--- src/rxbac_consts.svh ---
// Summary of operation
// - Bits after a collision stored as zero unless kept.
// - First-bit field picks first stored bit position.
// - Bits past bit 7 continue at next byte.
// - Zero first-bit field means byte-oriented reception.
// - Collision raises integrity error when so configured.
// - Final-valid-bits counts last byte bits, zero full.
// - Final-valid-bits cleared at start, loaded at end.
// - Position-valid set only for representable recorded collisions.
// - Seven-bit field holds first collision, data bits.
// - Positions recorded only within first eight bytes.
// - Positions zero-based, 0x3f is sixty-fourth bit.
// - First-bit offset is added into reported position.
// - Collision flag set, except collisions inside end-of-frame.
// - Integrity flag keeps reception going, cleared at start.
`ifndef RXBAC_CONSTS_SVH
`define RXBAC_CONSTS_SVH

// Register indices; the byte address is four times the index.
`define RXBAC_IDX_BIT_CTRL  8'h0c
`define RXBAC_IDX_COLL_POS  8'h0d
`define RXBAC_IDX_FLAGS     8'h20
`define RXBAC_IDX_IRQ_STAT  8'h21
`define RXBAC_IDX_IRQ_MASK  8'h22

// Fields of rx_bit_control.
`define RXBAC_KEEP_BIT      7
`define RXBAC_ALIGN_MSB     6
`define RXBAC_ALIGN_LSB     4
`define RXBAC_COLLISION_AS_INTEGRITY_ERROR_BIT    3
`define RXBAC_LAST_MSB      2
`define RXBAC_LAST_LSB      0
`define RXBAC_CTRL_RST      8'h00

// Collision position limits.
`define RXBAC_LAST_POS      6'h3f
`define RXBAC_BYTE_TOP      3'h7

// Interrupt event positions.
`define RXBAC_EV_FRAME      0
`define RXBAC_EV_COLL       1
`define RXBAC_EV_INTEG      2
`define RXBAC_NUM_EV        3

`endif

--- src/rxbac_pkg.sv ---
package rxbac_pkg;

  // Receive phase of the block.
  typedef enum logic [0:0] {
    RXBAC_IDLE = 1'b0,
    RXBAC_RECV = 1'b1
  } rxbac_phase_t;

  // State of the bit packer.
  typedef struct packed {
    logic [2:0] pos;       // Next stored bit position.
    logic [7:0] data;      // Byte being assembled.
    logic       dirty;     // Current byte holds at least one bit.
    logic       out_valid; // Byte strobe.
    logic [7:0] out_data;  // Completed byte.
  } rxbac_pack_st_t;

  // State of the top block.
  typedef struct packed {
    rxbac_phase_t phase;
    logic [7:0]   ctrl;       // rx_bit_control.
    logic [2:0]   frame_align;// First-bit position caught at frame start.
    logic         coll_seen;  // A collision happened in this frame.
    logic [5:0]   abs;        // Stored bit index of the next bit.
    logic         over;       // Index ran past the eighth byte.
    logic         coll_valid;
    logic [6:0]   coll_pos;
    logic         integ;
    logic         collision_detected_flag;
    logic [2:0]   irq_stat;
    logic [2:0]   irq_mask;
    logic [31:0]  prdata;
    logic         slverr;
  } rxbac_top_st_t;

endpackage

--- src/rxbac_bit_packer.sv ---
`timescale 1ns/1ps
`include "rxbac_consts.svh"

// Places received bits into bytes, starting at a chosen bit position.
module rxbac_bit_packer (
  // Clock and reset.
  input  wire logic       i_sys_clk,
  input  wire logic       i_rst_b,
  // Frame control.
  input  wire logic       i_start,
  input  wire logic [2:0] i_align,
  input  wire logic       i_end,
  // Bit stream.
  input  wire logic       i_bit_valid,
  input  wire logic       i_bit,
  // Byte output.
  output logic            o_byte_valid,
  output logic [7:0]      o_byte_data,
  output logic [2:0]      o_fill
);

  rxbac_pkg::rxbac_pack_st_t q, d;

  // Next-state logic for the packer.
  always_comb begin
    logic [7:0] nd;
    nd = q.data;
    d = q;
    d.out_valid = 1'b0;
    if (i_start) begin
      d.pos   = i_align;
      d.data  = 8'h00;
      d.dirty = 1'b0;
    end else if (i_bit_valid) begin
      nd[q.pos] = i_bit;
      if (q.pos == `RXBAC_BYTE_TOP) begin
        // A full byte leaves; the next bit lands at bit 0 of a fresh byte.
        d.out_valid = 1'b1;
        d.out_data  = nd;
        d.data      = 8'h00;
        d.dirty     = 1'b0;
        d.pos       = 3'h0;
      end else begin
        d.data  = nd;
        d.dirty = 1'b1;
        d.pos   = q.pos + 3'h1;
      end
    end else if (i_end && q.dirty) begin
      // A partial last byte is flushed at the end of the frame.
      d.out_valid = 1'b1;
      d.out_data  = q.data;
      d.data      = 8'h00;
      d.dirty     = 1'b0;
    end
  end

  // State register.
  always_ff @(posedge i_sys_clk) begin
    if (!i_rst_b) begin
      q <= '0;
    end else begin
      q <= d;
    end
  end

  assign o_byte_valid = q.out_valid;
  assign o_byte_data  = q.out_data;
  assign o_fill       = q.pos;
endmodule // rxbac_bit_packer

--- src/rxbac_top.sv ---
`timescale 1ns/1ps
`include "rxbac_consts.svh"

// Receive bit framing and collision position recorder with an APB slave.
// The receive decoder hands over one data bit per strobe. Each bit is placed into
// the byte being assembled, starting at the first-bit position that software chose,
// and completed bytes leave on a one-cycle strobe.
// The first collision of a frame is remembered as a stored bit index, so software
// can resolve it during anticollision without tracking the alignment itself.
// Positions beyond the eighth stored byte are not representable and are reported
// as invalid rather than wrapped, which would point at the wrong bit.
// Register reads are captured in the setup cycle, so a read shows the state one
// cycle before the access edge; this keeps the read path free of long decode logic.
module rxbac_top #(
  parameter int ADDR_W = 12 // APB address width.
) (
  // Clock and reset.
  input  wire logic        i_sys_clk,
  input  wire logic        i_rst_b,
  // APB slave.
  input  wire logic        i_psel,
  input  wire logic        i_penable,
  input  wire logic        i_pwrite,
  input  wire logic [ADDR_W-1:0] i_paddr,
  input  wire logic [31:0] i_pwdata,
  output logic [31:0]      o_prdata,
  output logic             o_pready,
  output logic             o_pslverr,
  // Bit stream from the receive decoder.
  input  wire logic        i_rx_start,
  input  wire logic        i_rx_bit_valid,
  input  wire logic        i_rx_bit,
  input  wire logic        i_rx_coll,
  input  wire logic        i_rx_eof_coll,
  input  wire logic        i_rx_integ_err,
  input  wire logic        i_rx_end,
  // Stored bytes.
  output logic             o_byte_valid,
  output logic [7:0]       o_byte_data,
  // Flags and interrupt.
  output logic             o_integrity_error,
  output logic             o_collision_detected,
  output logic             o_irq
);

  // The decode needs room for the highest register byte address.
  // A narrower bus would alias the flag and interrupt registers onto others,
  // so elaboration stops instead of building a block that decodes wrongly.
  if (ADDR_W < 10) begin : g_addr_chk
    $error("rxbac_top: ADDR_W must be at least 10");
  end

  // All state lives in one packed struct: q is the register and d its next value.
  // Keeping every field in one process makes it plain which update wins when the
  // bus side and the receive side touch the same field in one cycle.
  rxbac_pkg::rxbac_top_st_t q, d;

  // Helper nets shared by the bus decode, the receive path and the assertions.
  logic [2:0] fill;       // Packer's next bit position.
  logic       recv;       // Reception in progress.
  logic       rx_bit;     // Bit accepted this cycle.
  logic       pack_bit;   // Bit value after collision masking.
  logic       first_coll; // First collision of this frame.
  logic       setup;      // APB setup cycle.
  logic       wr_acc;     // APB write access edge.
  logic [2:0] ev;         // Interrupt events this cycle.

  // Compares the bus address with a register index.
  // The full address is compared, so a byte address that is not a multiple of four
  // never matches and ends in an error response instead of touching a register.
  function automatic logic hit(input logic [7:0] idx);
    hit = (i_paddr == ADDR_W'({idx, 2'b00}));
  endfunction

  // A frame start overrides every other stream input of the same cycle, so a bit that
  // arrives together with a start never lands in the frame that is being closed.
  assign recv       = (q.phase == rxbac_pkg::RXBAC_RECV) && !i_rx_start;
  assign rx_bit     = recv && i_rx_bit_valid;
  assign first_coll = rx_bit && i_rx_coll && !q.coll_seen;
  // Once a collision is seen the rest of the frame is forced to zero unless the keep bit is set.
  assign pack_bit   = i_rx_bit && !(q.coll_seen && !q.ctrl[`RXBAC_KEEP_BIT]);
  assign setup      = i_psel && !i_penable;
  assign wr_acc     = i_psel && i_penable && i_pwrite;

  // Byte assembly lives in its own module.
  // The packer takes the first-bit position straight from the control register at
  // the start strobe; a later write to that field only affects the next frame.
  rxbac_bit_packer u_pack (
    .i_sys_clk    (i_sys_clk),
    .i_rst_b      (i_rst_b),
    .i_start      (i_rx_start),
    .i_align      (q.ctrl[`RXBAC_ALIGN_MSB:`RXBAC_ALIGN_LSB]),
    .i_end        (recv && i_rx_end),
    .i_bit_valid  (rx_bit),
    .i_bit        (pack_bit),
    .o_byte_valid (o_byte_valid),
    .o_byte_data  (o_byte_data),
    .o_fill       (fill)
  );

  // Next-state logic: bus side first, so receive updates win.
  // The order matters for the final-valid-bits field: a software write in the cycle
  // that closes a frame is overwritten by the count that hardware loads.
  always_comb begin
    d = q;
    ev = 3'h0;

    // Read data is caught in the setup cycle and shown in the access cycle.
    // Reads have no side effects, so a master may repeat a read without losing status.
    if (setup) begin
      d.slverr = 1'b0;
      d.prdata = 32'h0000_0000;
      if (hit(`RXBAC_IDX_BIT_CTRL)) begin
        d.prdata[7:0] = q.ctrl;
      end else if (hit(`RXBAC_IDX_COLL_POS)) begin
        d.prdata[7:0] = {q.coll_valid, q.coll_pos};
      end else if (hit(`RXBAC_IDX_FLAGS)) begin
        d.prdata[2:0] = {recv, q.collision_detected_flag, q.integ};
      end else if (hit(`RXBAC_IDX_IRQ_STAT)) begin
        d.prdata[2:0] = q.irq_stat;
      end else if (hit(`RXBAC_IDX_IRQ_MASK)) begin
        d.prdata[2:0] = q.irq_mask;
      end else begin
        // Unmapped or misaligned addresses answer with an error.
        d.slverr = 1'b1;
      end
    end

    // Register writes take effect at the access edge.
    // Writes to read-only or unmapped addresses match no branch and change nothing.
    if (wr_acc) begin
      if (hit(`RXBAC_IDX_BIT_CTRL)) begin
        d.ctrl = i_pwdata[7:0];
      end else if (hit(`RXBAC_IDX_IRQ_MASK)) begin
        d.irq_mask = i_pwdata[2:0];
      end else if (hit(`RXBAC_IDX_IRQ_STAT)) begin
        d.irq_stat = q.irq_stat & ~i_pwdata[2:0];
      end
    end

    // Frame start wipes every per-frame result.
    // Without this a frame that sees no collision would still show the position of
    // the previous one, and software would resolve a collision that never happened.
    if (i_rx_start) begin
      d.phase       = rxbac_pkg::RXBAC_RECV;
      d.frame_align = q.ctrl[`RXBAC_ALIGN_MSB:`RXBAC_ALIGN_LSB];
      d.abs         = {3'h0, q.ctrl[`RXBAC_ALIGN_MSB:`RXBAC_ALIGN_LSB]};
      d.over        = 1'b0;
      d.coll_seen   = 1'b0;
      d.coll_valid  = 1'b0;
      d.coll_pos    = 7'h00;
      d.integ       = 1'b0;
      d.collision_detected_flag     = 1'b0;
      d.ctrl[`RXBAC_LAST_MSB:`RXBAC_LAST_LSB] = 3'h0;
    end else if (recv) begin
      if (rx_bit) begin
        if (first_coll) begin
          d.coll_seen = 1'b1;
          d.collision_detected_flag   = 1'b1;
          ev[`RXBAC_EV_COLL] = 1'b1;
          // Positions beyond the eighth byte cannot be shown.
          if (!q.over) begin
            d.coll_valid = 1'b1;
            d.coll_pos   = {1'b0, q.abs};
          end
        end
        // A collision may count as an integrity error; reception goes on.
        if (i_rx_coll && q.ctrl[`RXBAC_COLLISION_AS_INTEGRITY_ERROR_BIT]) begin
          d.integ = 1'b1;
          ev[`RXBAC_EV_INTEG] = !q.integ;
        end
        // The index stops at the last representable bit; the over flag then marks
        // every later bit, so the six-bit index never wraps back into range.
        if (q.abs == `RXBAC_LAST_POS) begin
          d.over = 1'b1;
        end else if (!q.over) begin
          d.abs = q.abs + 6'h01;
        end
      end
      // A parity or checksum failure marks the frame but lets reception go on.
      // Collisions inside the end-of-frame symbol are not reported: that strobe is
      // deliberately kept out of the flag logic.
      if (i_rx_integ_err) begin
        d.integ = 1'b1;
        ev[`RXBAC_EV_INTEG] = !q.integ;
      end
      if (i_rx_end) begin
        d.phase = rxbac_pkg::RXBAC_IDLE;
        ev[`RXBAC_EV_FRAME] = 1'b1;
        // Bit-oriented frames report how many bits the last byte holds.
        if (q.frame_align != 3'h0 || fill != 3'h0) begin
          d.ctrl[`RXBAC_LAST_MSB:`RXBAC_LAST_LSB] = fill;
        end
      end
    end

    // Events set after the clear, so a new event is never lost.
    d.irq_stat = d.irq_stat | ev;
  end

  // State register.
  // Reset is synchronous, so every field returns to its idle value at the first
  // clock edge that sees the reset input low.
  always_ff @(posedge i_sys_clk) begin
    if (!i_rst_b) begin
      q       <= '0;
      q.ctrl  <= `RXBAC_CTRL_RST;
    end else begin
      q <= d;
    end
  end

  // Zero wait states: the access cycle always completes.
  // Ready is combinational from the bus controls; a master never waits, and the
  // error response is only shown while ready is high, as the bus requires.
  // The interrupt is a level: it stays high until software clears the status bit
  // or masks it, so a missed edge in the interrupt controller is harmless.
  assign o_pready             = i_psel && i_penable;
  assign o_prdata             = q.prdata;
  assign o_pslverr            = q.slverr && o_pready;
  assign o_integrity_error    = q.integ;
  assign o_collision_detected = q.collision_detected_flag;
  assign o_irq                = |(q.irq_stat & q.irq_mask);
endmodule // rxbac_top

--- config.mk ---
export PLATFORM = sky130hd
export DESIGN_NAME = rxbac_top
export DESIGN_NICKNAME = d
export VERILOG_FILES = /design/src/rxbac_pkg.sv /design/src/rxbac_bit_packer.sv /design/src/rxbac_top.sv
export VERILOG_INCLUDE_DIRS = /design/src /design/src/src
export SDC_FILE = /design/constraint.sdc
export NUM_CORES = 1
export LEC_CHECK = 0
export BUFFER_PORTS_ARGS = -buffer_cell sky130_fd_sc_hd__clkbuf_2
export CORE_MARGIN = 1
export CORE_UTILIZATION = 46
export DETAILED_ROUTE_END_ITERATION = 12
export GPL_TIMING_DRIVEN = 0
export PLACE_DENSITY = 0.83
export SLEW_MARGIN = 20
export SYNTH_ARGS = -nofsm -noshare
export SYNTH_HDL_FRONTEND = slang
export SYNTH_SLANG_ARGS = --single-unit
--- constraint.sdc ---
create_clock -name i_sys_clk -period 2 [get_ports i_sys_clk]
set_input_delay 0.1 -clock i_sys_clk [delete_from_list [all_inputs] [get_ports i_sys_clk]]
set_output_delay 0.1 -clock i_sys_clk [all_outputs]
set_load 0.02 [all_outputs]
==> out/qor.csv <==
metric,value,unit
synth-edff-count,0,
run_status,"complete, no violations",
numClockSinks,64,
gp_congestion,0.941,
register_area,1280,µm²
globalRouteTotalUtil,23.1,%
crit_path_end,q[61],
cp-startpoint,u_pack.o_fill[1],
drt-wirelength-per-cell,14.4,µm
timing.hold.ws,18.0,ps
sequential_share_of_the_synthesized_area,38.6,%
synthArstFlopShare,0,%
setup_violations,0,
final_instance_area,4060,µm²
final.fill_count,601,
transition_time_at_the_pin_with_the_least_slew_margin,774,ps
syn_area_per_cell,8.49,µm²
worst_skew_pair.late_latency,350,ps
die_height,87.0,µm
cts_tree,done,
detailedPlace.worstSlack,-395,ps
final_common_cell,sky130_fd_sc_hd__dfxtp_1,
final_antenna_violating_net_count,0,
drt_pass1_iterations,5,
grt_max_degree,11,
arrival_time_of_the_worst_setup_path,2170,ps
finalNetCount,538,
core,6870,µm²
reg2reg_slack,110,ps
die_outline_area,7560,µm²
leakage,1.74,nW
insertedDiodeCount,0,
timing.critical_path.to_type,flop,
ioPinCount,102,
yosys_warnings,0,
vias_per_cell,5.39,
achievable-frequency,529,MHz
grt_remaining_overflow,0,
cts_max_path_buffers,2,
initial_utilization,48.3,%
crit-reg2reg-capture,q[61],
layout_worst_path_cycle_share,94.5,%
clock_skew,5.33,ps
final_max_slew_viol_count,0,
finalNonFillerCells,579,
power_per_cell_area,681,nW/µm²
layout.cells.most_common_list,"sky130_fd_sc_hd__dfxtp_1, sky130_fd_sc_hd__clkbuf_2, sky130_fd_sc_hd__nor2_1",
htree_num_levels,3,
via_count_of_the_first_global_routing_pass,2957,
fin_util,59.1,%
r2r-start,u_pack.o_fill[1],
cap_viol_max_count,0,
multiInputGateArea,1730,µm²
hold_viol,0,
yosys-top-cells-area,"sky130_fd_sc_hd__dfxtp_1, sky130_fd_sc_hd__buf_4, sky130_fd_sc_hd__mux2i_1",
die_x,87.0,µm
dpl-instance-area,3780,µm²
cp-start-kind,flop,
grt_setup_unrepaired,no,
drc_errors,0,
design_power_total,2.77,mW
timing.critical_path.required,2280,ps
post_route_cells_drive_above_1_share,25.9,%
buffer_ports.inserted,50,
cts_inserted_buffers,9,
finalWorstPathRequiredPeriod,1890,ps
timing.hold.worst.class,input port to flop,
post-dp-hpwl,6030,µm
antenna_violations_before_repair,0,
critPathMaxFanout,8,
netlist.top_cell.by_area,sky130_fd_sc_hd__dfxtp_1,
netlist-cell-type-count,53,
yosys_register_bits,64,
post-synth-top-area-fraction,38.6,%
slowest_delay,630,ps
irDropWorstVdd,0.661,mV
synthesis.instances,391,
synthToLayoutAreaGrowth,22.3,%
reg2regPathDepth,6,
num_rows,30,
synthesis.area,3320,µm²
timing.critical_path.slowest_stage_cell,sky130_fd_sc_hd__or4b_2,
grt_pass1_wl,13500,µm
max_slew_margin,48.4,%
post-cts-setup-buffer-count,0,
placed_cells,560,
synth_ff_type,sky130_fd_sc_hd__dfxtp_1,
final.setup.tns,0,ps
worstSetupPathType,flop to flop,
cts_root_buffer,sky130_fd_sc_hd__clkbuf_8,
path_cells,inv_1 -> ha_1 -> or4b_2 -> o21ai_4 -> o21ai_0 -> a21oi_1,
layout_setup_ws,111,ps
via_count,3123,
route.final.wire_length,8320,µm
detail_route.iter0.violations,244,
clk_pin_slew_worst_paths,70,ps
==> how the worst min path moves through the flow <==
stage                            from  endpoint  slack [ps]  cells past startpoint
after floorplan           i_pwdata[0]     q[36]         200                      1
after global placement    i_pwdata[6]     q[66]         340                      3
after detailed placement  i_pwdata[7]     q[67]         340                      3
after CTS                 i_pwdata[4]     q[64]          10                      3
after global routing      i_pwdata[4]     q[64]          20                      3
final                     i_pwdata[4]     q[64]          20                      3
==> cell type report <==
| cell class | instances | share of cell area, % |
|---|---|---|
| tap | 96 | 2.96 |
| sequential | 64 | 31.6 |
| clock inverter | 3 | 1.60 |
| inverter | 9 | 0.832 |
| multi-input combinational | 282 | 42.7 |
| timing repair buffer | 54 | 7.15 |
| clock buffer | 13 | 3.67 |
| buffer | 58 | 9.52 |
==> state kept, by name, summed over array words and instances (netlist names) <==
name                  count
u_pack.q                  9
o_collision_detected      1
q                        33
u_pack.o_byte_valid       1
o_prdata                  8
o_integrity_error         1
u_pack.o_byte_data        8
u_pack.o_fill             3
==> cell families after synthesis <==
family	Yosys count	share of synthesized area, %
simple gates	140	21.6
compound gates	87	17.3
buf+inv	68	12.7
flops	64	38.6
mux	25	7.65
fa+ha+maj	4	1.51
xor+xnor	2	0.528
other cells	1	0.113
==> where the power goes <==
group | switching, mW | leakage [nW] | internal (mW) | total, mW
combinational | 0.158 | 1.12 | 0.0986 | 0.257
sequential | 0.00982 | 0.516 | 1.28 | 1.29
clock | 0.481 | 0.108 | 0.735 | 1.22
total | 0.649 | 1.74 | 2.12 | 2.77
==> per-layer routing <==
metal	GRT usage (%)	share of wire, %	vias up
li1	-	-	1506
met1	26.3	42	1460
met2	40.5	49	137
met3	5.50	6.9	20
met4	10.8	2.2	0
met5	0	0	-
==> cells in the mapped netlist, drive strengths merged, types with 2 or more instances <==
library cell   n
and3           6
dfxtp         64
nor3          10
mux2i         22
nand3b         2
ha             4
mux2           3
clkbuf        16
or3b           2
buf           43
nand3         10
a22oi          5
a2bb2oi       16
inv            8
or4b           2
xor2           2
a211oi         2
or3            4
o21ai         13
a32oi          3
nor2b          2
nand4          4
a21oi         32
nand2b         4
nor2          42
nand2         36
or4            3
nor3b          2
and3b          2
a221oi         2
and2           3
a31oi          5
a21boi         2
==> worst max-delay path: cells and delay by family, from the launching register on <==
family	cells	cell delay [ps]
compound gates	3	500
fa+ha+maj	1	160
buf+inv	1	160
flops	1	380
simple gates	1	630
==> what timing repair did <==
item	in CTS	in global routing
resized for setup	4	9
hold endpoints to repair	4	0
setup endpoints to repair	16	15
hold buffers	4	0
Power figures use the tool's default switching activity.
